--- src/inc/can_node_regs.vh ---
`ifndef CAN_NODE_REGS_VH
`define CAN_NODE_REGS_VH
// wishbone register offsets (byte addresses)
`define ADDR_CTRL 8'h00
`define ADDR_STATUS 8'h04
`define ADDR_NODE 8'h08
`define ADDR_NVM 8'h0C
`define ADDR_ID 8'h10
// control register fields
`define CTRL_DRIVE_ERR 0
`define CTRL_WARN 1
`define CTRL_GUARD 2
`define CTRL_BUSOFF 3
`define CTRL_NMT_LSB 4
`define CTRL_NMT_MSB 5
`define CTRL_RESET 32'h0000_0000
// network management states
`define NMT_STOPPED 2'h0
`define NMT_PREOP 2'h1
`define NMT_OPER 2'h2
// switch special values
`define SW_SELECT 4'h9
`define SW_ZERO 4'h0
`define NODE_MIN 7'h01
`define RATE_DEFAULT 4'h1
// timing in ms and clock rate
`define CLK_HZ 200000000
`define T_SEL_HALF_MS 250
`define T_FLASH_MS 200
`define T_ERR_MS 50
`define T_DARK_MS 1000
`define TICKS_PER_MS (`CLK_HZ / 1000)
// arbitrary identification value
`define ID_VALUE 32'h0000_A5A5
`endif

--- src/design/blink_timer.v ---
`timescale 1ns/1ps
`default_nettype none
// counts a whole-ms duration, pulses done when it elapses and starts over; load realigns it
module blink_timer #(
   parameter integer TICKS_PER_MS = 200000
)
(
   input wire CLK_SYS,
   input wire RSTN,
   input wire load,
   input wire [10:0] ms,
   output reg done
);
   reg [17:0] tick_reg;
   reg [10:0] ms_reg;
   // prescaler runs down to one ms tick, then the ms counter steps
   always @(posedge CLK_SYS)
   begin
      if (!RSTN)
      begin
         tick_reg <= 18'h0_0000;
         ms_reg <= 11'h000;
         done <= 1'b0;
      end
      else if (load)
      begin
         tick_reg <= TICKS_PER_MS[17:0] - 18'h0_0001;
         ms_reg <= ms;
         done <= 1'b0;
      end
      else if (ms_reg != 11'h000)
      begin
         done <= 1'b0;
         if (tick_reg == 18'h0_0000)
         begin
            tick_reg <= TICKS_PER_MS[17:0] - 18'h0_0001;
            // reload in the same cycle, so a period is exactly ms milliseconds long
            ms_reg <= (ms_reg == 11'h001) ? ms : ms_reg - 11'h001;
            done <= (ms_reg == 11'h001);
         end
         else
         begin
            tick_reg <= tick_reg - 18'h0_0001;
         end
      end
      else
      begin
         done <= 1'b0;
      end
   end
endmodule
`default_nettype wire

--- src/design/can_node_config.v ---
// Register access over Wishbone and the address map were decided locally.
`timescale 1ns/1ps
`default_nettype none
`include "can_node_regs.vh"
module can_node_config #(
   parameter integer TICKS_PER_MS = `TICKS_PER_MS
)
(
   input wire CLK_SYS,
   input wire RSTN,
   input wire [3:0] TENS_ROTARY_SWITCH,
   input wire [3:0] UNITS_ROTARY_SWITCH,
   input wire [3:0] NVM_RATE,
   input wire WB_CYC_I,
   input wire WB_STB_I,
   input wire WB_WE_I,
   input wire [7:0] WB_ADR_I,
   input wire [3:0] WB_SEL_I,
   input wire [31:0] WB_DAT_I,
   output reg [31:0] WB_DAT_O,
   output reg WB_ACK_O,
   output reg NVM_WRITE,
   output reg [3:0] NVM_WDATA,
   output reg [3:0] LINK_RATE,
   output reg [6:0] NODE_NUMBER,
   output reg SELECT_MODE,
   output reg MODULE_STATE_LED_GREEN,
   output reg MODULE_STATE_LED_RED,
   output reg NETWORK_STATE_LED_GREEN,
   output reg NETWORK_STATE_LED_RED
);
   localparam ST_INIT = 2'h0;
   localparam ST_RUN = 2'h1;
   localparam ST_SEL = 2'h2;
   localparam ST_CONF = 2'h3;
   localparam [10:0] MS_SEL = `T_SEL_HALF_MS;
   localparam [10:0] MS_FLASH = `T_FLASH_MS;
   localparam [10:0] MS_ERR = `T_ERR_MS;

   reg [3:0] tens_meta_reg, tens_reg, units_meta_reg, units_reg;
   reg [3:0] nvm_meta_reg, nvm_reg;
   reg [1:0] state_reg;
   reg [1:0] init_cnt_reg;
   reg [3:0] rate_code_reg;
   reg [31:0] ctrl_reg;
   reg sel_phase_reg;
   reg err_phase_reg;
   reg blink_phase_reg;
   // module LED count sequence
   reg [4:0] ms_step_reg;
   reg ms_on_reg;
   // network LED sequences
   reg [3:0] ns_red_step_reg;
   reg [3:0] ns_grn_step_reg;
   wire sel_done, flash_done, err_done;
   wire flash_tick = flash_done;
   wire [3:0] shown_code;
   wire [1:0] nmt;
   wire [6:0] node_raw;
   reg [2:0] red_flashes;
   reg [3:0] ms_target;

   // ms timers restart themselves; the 200 ms beat also times the 1 s dark (five beats)
   blink_timer #(.TICKS_PER_MS(TICKS_PER_MS)) sel_tmr (.CLK_SYS(CLK_SYS), .RSTN(RSTN),
      .load(state_reg == ST_INIT), .ms(MS_SEL), .done(sel_done));
   blink_timer #(.TICKS_PER_MS(TICKS_PER_MS)) flash_tmr (.CLK_SYS(CLK_SYS), .RSTN(RSTN),
      .load(state_reg == ST_INIT), .ms(MS_FLASH), .done(flash_done));
   blink_timer #(.TICKS_PER_MS(TICKS_PER_MS)) err_tmr (.CLK_SYS(CLK_SYS), .RSTN(RSTN),
      .load(state_reg == ST_INIT), .ms(MS_ERR), .done(err_done));

   // switches and stored rate come from off-chip, so two flops first
   always @(posedge CLK_SYS)
   begin
      if (!RSTN)
      begin
         tens_meta_reg <= 4'h0;
         tens_reg <= 4'h0;
         units_meta_reg <= 4'h0;
         units_reg <= 4'h0;
         nvm_meta_reg <= 4'h0;
         nvm_reg <= 4'h0;
      end
      else
      begin
         tens_meta_reg <= TENS_ROTARY_SWITCH;
         tens_reg <= tens_meta_reg;
         units_meta_reg <= UNITS_ROTARY_SWITCH;
         units_reg <= units_meta_reg;
         nvm_meta_reg <= NVM_RATE;
         nvm_reg <= nvm_meta_reg;
      end
   end

   // node number: tens times ten plus units
   assign node_raw = {tens_reg, 3'b000} + {2'b00, tens_reg, 1'b0} + {3'b000, units_reg};

   // start-up sampling, selection entry, confirmation and storage
   always @(posedge CLK_SYS)
   begin
      if (!RSTN)
      begin
         state_reg <= ST_INIT;
         init_cnt_reg <= 2'h0;
         rate_code_reg <= `RATE_DEFAULT;
         NODE_NUMBER <= `NODE_MIN;
         LINK_RATE <= `RATE_DEFAULT;
         SELECT_MODE <= 1'b0;
         NVM_WRITE <= 1'b0;
         NVM_WDATA <= 4'h0;
      end
      else
      begin
         NVM_WRITE <= 1'b0;
         case (state_reg)
            ST_INIT:
            begin
               // wait until the synchronisers hold real pin values
               init_cnt_reg <= init_cnt_reg + 2'h1;
               if (init_cnt_reg == 2'h3)
               begin
                  rate_code_reg <= nvm_reg;
                  LINK_RATE <= nvm_reg;
                  if (tens_reg == `SW_SELECT && units_reg == `SW_SELECT)
                  begin
                     state_reg <= ST_SEL;
                     SELECT_MODE <= 1'b1;
                  end
                  else
                  begin
                     state_reg <= ST_RUN;
                     // held until next reset; 00 becomes 01
                     NODE_NUMBER <= (node_raw == 7'h00) ? `NODE_MIN : node_raw;
                  end
               end
            end
            ST_SEL:
            begin
               if (tens_reg == `SW_ZERO && units_reg != `SW_ZERO)
               begin
                  state_reg <= ST_CONF;
                  rate_code_reg <= units_reg;
                  NVM_WRITE <= 1'b1;
                  NVM_WDATA <= units_reg;
               end
            end
            ST_RUN, ST_CONF:
            begin
               state_reg <= state_reg; // link rate changes only after reset
            end
            default:
            begin
               state_reg <= ST_INIT;
            end
         endcase
      end
   end

   // the code the module LED counts out: selected position or stored code
   assign shown_code = (state_reg == ST_SEL && units_reg != `SW_ZERO) ? units_reg
                       : rate_code_reg;

   // 500 ms period selection blink and 50 ms error blink phases
   always @(posedge CLK_SYS)
   begin
      if (!RSTN)
      begin
         sel_phase_reg <= 1'b0;
         err_phase_reg <= 1'b0;
         blink_phase_reg <= 1'b0;
      end
      else
      begin
         if (sel_done)
            sel_phase_reg <= ~sel_phase_reg;
         if (err_done)
            err_phase_reg <= ~err_phase_reg;
         if (flash_tick)
            blink_phase_reg <= ~blink_phase_reg;
      end
   end

   // count sequence: n flashes of 200 ms on/off, then 1 s dark (five beats)
   always @(posedge CLK_SYS)
   begin
      if (!RSTN)
      begin
         ms_step_reg <= 5'h00;
      end
      else if (flash_tick)
      begin
         if (ms_step_reg >= {shown_code, 1'b0} + 5'h04)
            ms_step_reg <= 5'h00;
         else
            ms_step_reg <= ms_step_reg + 5'h01;
      end
   end

   // red flash count for the network LED from the stack's status bits
   always @*
   begin
      red_flashes = 3'h0;
      if (ctrl_reg[`CTRL_BUSOFF])
         red_flashes = 3'h3;
      else if (ctrl_reg[`CTRL_GUARD])
         red_flashes = 3'h2;
      else if (ctrl_reg[`CTRL_WARN])
         red_flashes = 3'h1;
      ms_target = {1'b0, red_flashes};
   end

   assign nmt = ctrl_reg[`CTRL_NMT_MSB:`CTRL_NMT_LSB];

   // network LED pattern steps; 1 s dark is five 200 ms beats
   always @(posedge CLK_SYS)
   begin
      if (!RSTN)
      begin
         ns_red_step_reg <= 4'h0;
         ns_grn_step_reg <= 4'h0;
      end
      else if (flash_tick)
      begin
         ns_red_step_reg <= (ns_red_step_reg >= {ms_target[2:0], 1'b0} + 4'h4) ? 4'h0
                            : ns_red_step_reg + 4'h1;
         ns_grn_step_reg <= (ns_grn_step_reg >= 4'h6) ? 4'h0 : ns_grn_step_reg + 4'h1;
      end
   end

   // LED drivers, all registered
   always @(posedge CLK_SYS)
   begin
      if (!RSTN)
      begin
         MODULE_STATE_LED_GREEN <= 1'b0;
         MODULE_STATE_LED_RED <= 1'b0;
         NETWORK_STATE_LED_GREEN <= 1'b0;
         NETWORK_STATE_LED_RED <= 1'b0;
         ms_on_reg <= 1'b0;
      end
      else
      begin
         ms_on_reg <= (ms_step_reg < {shown_code, 1'b0}) & ~ms_step_reg[0];
         case (state_reg)
            ST_SEL:
            begin
               if (units_reg == `SW_ZERO)
               begin
                  MODULE_STATE_LED_GREEN <= 1'b0;
                  MODULE_STATE_LED_RED <= ms_on_reg;
                  NETWORK_STATE_LED_GREEN <= sel_phase_reg;
               end
               else
               begin
                  // green count of the position; no steady sel blink on module LED
                  MODULE_STATE_LED_GREEN <= ms_on_reg;
                  MODULE_STATE_LED_RED <= 1'b0;
                  NETWORK_STATE_LED_GREEN <= sel_phase_reg;
               end
               NETWORK_STATE_LED_RED <= 1'b0;
            end
            ST_CONF:
            begin
               MODULE_STATE_LED_GREEN <= 1'b0;
               MODULE_STATE_LED_RED <= ms_on_reg;
               NETWORK_STATE_LED_GREEN <= 1'b0;
               NETWORK_STATE_LED_RED <= 1'b0;
            end
            ST_RUN:
            begin
               if (ctrl_reg[`CTRL_DRIVE_ERR])
               begin
                  MODULE_STATE_LED_GREEN <= 1'b0;
                  MODULE_STATE_LED_RED <= err_phase_reg;
               end
               else
               begin
                  MODULE_STATE_LED_GREEN <= blink_phase_reg;
                  MODULE_STATE_LED_RED <= 1'b0;
               end
               NETWORK_STATE_LED_RED <= (red_flashes != 3'h0)
                  & (ns_red_step_reg < {red_flashes, 1'b0}) & ~ns_red_step_reg[0];
               case (nmt)
                  `NMT_OPER: NETWORK_STATE_LED_GREEN <= 1'b1;
                  `NMT_PREOP: NETWORK_STATE_LED_GREEN <= blink_phase_reg;
                  `NMT_STOPPED: NETWORK_STATE_LED_GREEN <= (ns_grn_step_reg == 4'h0);
                  default: NETWORK_STATE_LED_GREEN <= 1'b0;
               endcase
            end
            default:
            begin
               MODULE_STATE_LED_GREEN <= 1'b0;
               MODULE_STATE_LED_RED <= 1'b0;
               NETWORK_STATE_LED_GREEN <= 1'b0;
               NETWORK_STATE_LED_RED <= 1'b0;
            end
         endcase
      end
   end

   // wishbone slave: one wait state, ack dropped after one cycle
   always @(posedge CLK_SYS)
   begin
      if (!RSTN)
      begin
         WB_ACK_O <= 1'b0;
         WB_DAT_O <= 32'h0000_0000;
         ctrl_reg <= `CTRL_RESET;
      end
      else
      begin
         WB_ACK_O <= WB_CYC_I & WB_STB_I & ~WB_ACK_O;
         if (WB_CYC_I & WB_STB_I & ~WB_ACK_O)
         begin
            if (WB_WE_I && WB_ADR_I == `ADDR_CTRL && WB_SEL_I[0])
               ctrl_reg[7:0] <= {2'b00, WB_DAT_I[5:0]};
            case (WB_ADR_I)
               `ADDR_CTRL: WB_DAT_O <= ctrl_reg;
               `ADDR_STATUS: WB_DAT_O <= {24'h00_0000, MODULE_STATE_LED_GREEN,
                  MODULE_STATE_LED_RED, NETWORK_STATE_LED_GREEN, NETWORK_STATE_LED_RED,
                  1'b0, SELECT_MODE, state_reg};
               `ADDR_NODE: WB_DAT_O <= {25'h000_0000, NODE_NUMBER};
               `ADDR_NVM: WB_DAT_O <= {24'h00_0000, rate_code_reg, LINK_RATE};
               `ADDR_ID: WB_DAT_O <= `ID_VALUE; // arbitrary value
               default: WB_DAT_O <= 32'h0000_0000;
            endcase
         end
      end
   end
endmodule
`default_nettype wire

--- config.mk ---
export PLATFORM = sky130hd
export DESIGN_NAME = can_node_config
export DESIGN_NICKNAME = d
export VERILOG_FILES = /design/src/design/blink_timer.v /design/src/design/can_node_config.v
export VERILOG_INCLUDE_DIRS = /design/src /design/src/inc
export SDC_FILE = /design/constraint.sdc
export NUM_CORES = 1
export LEC_CHECK = 0
export ABC_AREA = 1
export ABC_CLOCK_PERIOD_IN_PS = 2400
export BUFFER_PORTS_ARGS = -buffer_cell sky130_fd_sc_hd__clkbuf_2
export CAP_MARGIN = 20
export CELL_PAD_IN_SITES_DETAIL_PLACEMENT = 0
export CELL_PAD_IN_SITES_GLOBAL_PLACEMENT = 2
export CORE_AREA = 5 5 179 181
export DETAILED_ROUTE_END_ITERATION = 12
export DIE_AREA = 0 0 184 186
export GPL_ROUTABILITY_DRIVEN = 0
export PLACE_DENSITY_LB_ADDON = 0.1
export SLEW_MARGIN = 20
export SYNTH_ARGS = -nofsm -noshare
export SYNTH_HDL_FRONTEND = slang
export SYNTH_SLANG_ARGS = --single-unit
export TNS_END_PERCENT = 30
--- constraint.sdc ---
create_clock -name CLK_SYS -period 2.4 [get_ports CLK_SYS]
set_clock_uncertainty 0.1 [all_clocks]
set_input_delay 0.48 -clock CLK_SYS [delete_from_list [all_inputs] [get_ports CLK_SYS]]
set_output_delay 0.48 -clock CLK_SYS [all_outputs]
set_load 0.005 [all_outputs]
# [Yosys cells after proc, flatten, opt, wreduce, memory -nomap -nowiden]
# Index checks and enable logic that the tools add are counted.
# Widths: inputs -> output; s select.
[classes] n_reduce_logical=47 n_mux=46 n_lt_le_gt_ge=5 n_addsub=14 eq_ne=17 n_shift=0 div_mod_pow=0 n_bitwise=20 mul=0
[op_table] cell="$mux 18" n=9
[op_table] cell="$pmux 16 s5" n=1
[op_table] cell="$logic_not 18->1" n=3
[op_table] cell="$sub 18x1->18 const B" n=3
[op_table] cell="$mux 8" n=6
[op_table] cell="$eq 11x1->1 const B" n=3
[op_table] cell="$mux 11" n=3
[op_table] cell="$reduce_bool 11->1" n=3
[op_table] cell="$sub 11x1->11 const B" n=3
[op_table] cell="$reduce_and 2->1" n=11
[op_table] cell="$mux 4" n=5
[op_table] cell="$mux 6" n=3
[op_table] cell="$eq 8x4->1 const B" n=2
[op_table] cell="$not 1->1" n=15
[op_table] cell="$reduce_bool 2->1" n=7
[op_table] cell="$logic_not 4->1" n=3
[op_table] cell="$reduce_and 3->1" n=4
[op_table] cell="$reduce_or 4->1" n=3
[op_table] cell="$mux 2" n=5
[op_table] cell="$add 4x1->4 const B" n=2
[op_table] cell="$eq 2x2->1 const B" n=4
[op_table] cell="$eq 4x4->1 const B" n=2
[op_table] cell="$eq 8x3->1 const B" n=1
[op_table] cell="$eq 8x5->1 const B" n=1
[op_table] cell="28 further kinds" n=47
[totals] inputBits=61 wordCells=192 rom_bits=0 ff_bits=199 n_memories=0 ramBits=0 out_inout_bits=54 latch_bits=0

# [Longest topological paths before layout]
[logic_depth] ltp_word=6 ltp_mapped=15 ltp_nobuf=14

# [Cells and area by module]
# A second synthesis with hierarchy kept.
[unflattened] hier_cells=1522 hier_area_um2=10463.8
[modules_own_cells] module="can_node_config" cells_per_inst=563 n_inst=1 seq_area_each_um2=1721.7 area_per_inst_um2=4297.9
[modules_own_cells] module="blink_timer (flash_tmr ...)" cells_per_inst=335 n_inst=2 seq_area_each_um2=600.6 area_per_inst_um2=2137.0
[modules_own_cells] module="blink_timer (err_tmr)" cells_per_inst=289 n_inst=1 seq_area_each_um2=600.6 area_per_inst_um2=1891.8

# [Worst setup path after synthesis]
# No wires, ideal clock.
[synth_timing] path_kind="reg2reg" start="register state_reg[0]" end="register ms_step_reg[1]" path_stages_with_launch=15 arrival_time_ns=1.966 slack_ns=0.216 period_less_slack_ns=2.184 path_buffers=1 required_ns=2.182 setup_ns=0.118 path_cell_list="dfxtp_1 -> inv_1 -> ha_1 -> clkbuf_1 -> nand2_1 -> nand2_1 -> nand2_1 -> nand2_1 -> xnor2_1 -> ha_1 -> nand2_1 -> o221ai_1 -> nand2_1 -> inv_1 -> nor2_1"
[synth_via] elab_chain_cells=6
[synth_lines] element="start: declaration" line="can_node_config.v:42" text="reg [1:0] state_reg;"
[synth_lines] element="start signal: assignment" line="can_node_config.v:148" text="state_reg <= state_reg;"
[synth_lines] element="$eq 2x2->1" line="can_node_config.v:159" text="assign shown_code = (state_reg == ST_SEL && units_reg != `SW_ZERO) ? units_reg"
[synth_lines] element="$logic_and 1x1->1 (no line)"
[synth_lines] element="$mux 4" line="can_node_config.v:159"
[synth_lines] element="$add 5x3->5" line="can_node_config.v:191" text="if (ms_step_reg >= {shown_code, 1'b0} + 5'h04)"
[synth_lines] element="$ge 5x5->1" line="can_node_config.v:191"
[synth_lines] element="$mux 5" line="can_node_config.v:191"
[synth_lines] element="end signal: assignment" line="can_node_config.v:194" text="ms_step_reg <= ms_step_reg + 5'h01;"
[synth_lines] element="end: declaration" line="can_node_config.v:50" text="reg [4:0] ms_step_reg;"
# Every way passes these cells.
# A chain may end at the register's enable or synchronous reset.

# [Worst setup path after layout]
[layout_timing] start="register state_reg[0]" end="register ms_step_reg[4]"
# The elaborated chain is that of the path after synthesis.

==> results.tsv <==
metric	value	unit
Ys Warns	0	
Primary FF master, synth	dfxtp_1	
CTS H-tree lvls	4	
hold path startpoint	TENS_ROTARY_SWITCH[0]	
most common cell after layout, fill and taps aside	nand2_1	
n_diodes	0	
share of flip-flops with an asynchronous set or reset	0	%
final worst path period share	92.3	%
r2r endpoint	ms_step_reg[4]	
Mapped Cells	1415	
clk slew on worst S/H paths	70	ps
CTS Buffer Depth	2	
Reg2Reg Depth	13	
Max FO, Critical Path	10	
1st-pass router iterations	4	
DRC viols	0	
vias in the first global route	8392	
Crit. End Element	register	
CORE AREA	0.0303	mm2
max-cap viol count	0	
gr usage total	15.1	%
CP Launch Type	register	
Power Total	8920	uW
fillers	3300	
Routed wire per std cell	13.4	um
power per cell area	795	mW/mm2
Setup Viol. Count Final	0	
die footprint	0.0342	mm2
Hold Vio Cnt, Final	0	
RSZ-0062 raised after global routing	yes	
final hold slack	127	ps
share of cells above drive strength 1	14.4	%
clk_lat worst skew	440	ps
grt total ovfl	0	
Routed Antenna Nets	0	
register area share after synthesis	35.7	%
worst min path class	in -> reg	
hold buffer count at cts	0	
global-route wire length before repair	42100	um
outcome	finished clean	
slew at the pin closest to its max-slew limit	505	ps
Mapped Area	0.00986	mm2
CP Class	reg -> reg	
FF+latch count, synth	176	
Peak Freq	0.452	GHz
Slew Limit Fails	0	
nets	1586	
Routed WL	25300	um
worst path required time	2640	ps
DRT iter0 DRCs	357	
clk sinks	176	
highest-count cells in the layout ignoring fill and taps	nand2_1, nor2_1, dfxtp_1, inv_1, nand3_1	
VDD IR max	0.458	mV
initial antenna violation count	0	
row cnt	64	
Hold Crit Endpoint	tens_meta_reg[0]	
Starting Density	32.6	%
Hold Path Depth	3	
synth unique cells	52	
vias	8653	
Via density	4.57	
dpl hpwl	18700	um
count of input and output buffers	65	
setup slack, reg-to-reg	190	ps
final cell count without fillers	1894	
leakage	0.00520	uW
Period minus WS final	2210	ps
largest net degree at the start of global routing	98	
die height	186	um
worst relative slew slack	66.3	%
EDFF count, synth	0	
TritonCTS clock tree	yes	
I/O Pins	115	
Die W	184	um
arrival time worst endpoint	2450	ps
Post-CTS Setup Bufs	0	
Root Buffer	clkbuf_16	
area grow syn2layout	13.7	%
r2r startpoint	state_reg[0]	
Inserted Clock Buffers	17	
placed cells	1863	
synthesized area per cell	6.97	um2
timing repair:
action                                  in CTS  in global routing
pin swaps                                    0                  0
gates cloned                                 0                  0
gates resized for setup                      1                  7
endpoints found under the setup margin       2                 12
per-layer routing:
metal | routed length, um | up-vias | GRT usage (%)
met3 | 830 | 11 | 2.81
li1 | - | 4621 | -
met2 | 12000 | 108 | 26.0
met1 | 12300 | 3913 | 19.7
met4 | 177 | 0 | 3.52
met5 | 0 | - | 0
kinds of logic after synthesis:
| family | after synthesis | share of synthesized area [%] |
|---|---|---|
| AND/OR/NAND/NOR | 780 | 37.4 |
| buffers and inverters | 229 | 10.1 |
| flip-flops | 176 | 35.7 |
| AO/OA/AOI/OAI | 152 | 8.27 |
| adder cells (fa/ha/maj) | 39 | 5.10 |
| XOR/XNOR | 38 | 3.37 |
| other | 1 | 0.0380 |
through the flow:
stage          worst slack, ps  utilization, %  cell area, um2  setup TNS [ps]
4_1_cts                   83.5            37.0           11200               0
3_3_place_gp              28.6            35.1           10600               0
5_1_grt                  -81.8            37.1           11200            -238
2_1_floorplan              216               -            9930               0
6_report                   186            37.1           11200               0
3_5_place_dp              13.7            35.1           10600               0
where the power goes:
| group | switching [uW] | internal (uW) |
|---|---|---|
| clock network | 1240 | 1560 |
| logic | 1690 | 907 |
| registers | 298 | 3220 |
| total | 3230 | 5690 |
worst max-delay path by stage:
stage	start	endpoint	slack, ps
after floorplan	state_reg[0]	ms_step_reg[1]	220
after global placement	state_reg[0]	ms_step_reg[1]	30
after detailed placement	state_reg[0]	ms_step_reg[2]	10
after CTS	state_reg[0]	ms_step_reg[4]	80
after global routing	state_reg[1]	err_tmr.tick_reg[5]	-80
final	state_reg[0]	ms_step_reg[4]	190
cells in the mapped netlist, drive strengths merged (6+ instances only):
cell    instances  area, um2
nand2         336       1330
nor2          240       1100
dfxtp         176       3520
inv           172        648
nand3         134        773
a21oi          73        369
o21ai          58        294
buf            41        287
ha             37        463
xor2           32        280
nor3           27        181
nand4          20        140
nand3b         15        113
clkbuf         13       48.8
xnor2           6       52.6
worst max-delay path, stage by stage (launching register included):
cell and delay (ps):
dfxtp_1 330, inv_1 60, ha_2 250, nand2_2 120, nand2_1 60, nand2_1 110, nand2_1 90, xnor2_1 130
ha_1 310, nand4_1 110, o221ai_2 190, nand2_1 90, inv_2 100, nor2_1 50
area by class of cell:
| class | count | area (um2) | share of cell area [%] |
|---|---|---|---|
| clock buffer | 19 | 443 | 3.95 |
| sequential | 176 | 3520 | 31.4 |
| tap | 396 | 495 | 4.42 |
| timing repair buffer | 87 | 518 | 4.62 |
| inverter | 175 | 659 | 5.88 |
| clock inverter | 12 | 135 | 1.20 |
| multi-input combinational | 1029 | 5440 | 48.5 |
Note: power is estimated with default switching activity, not from simulation.
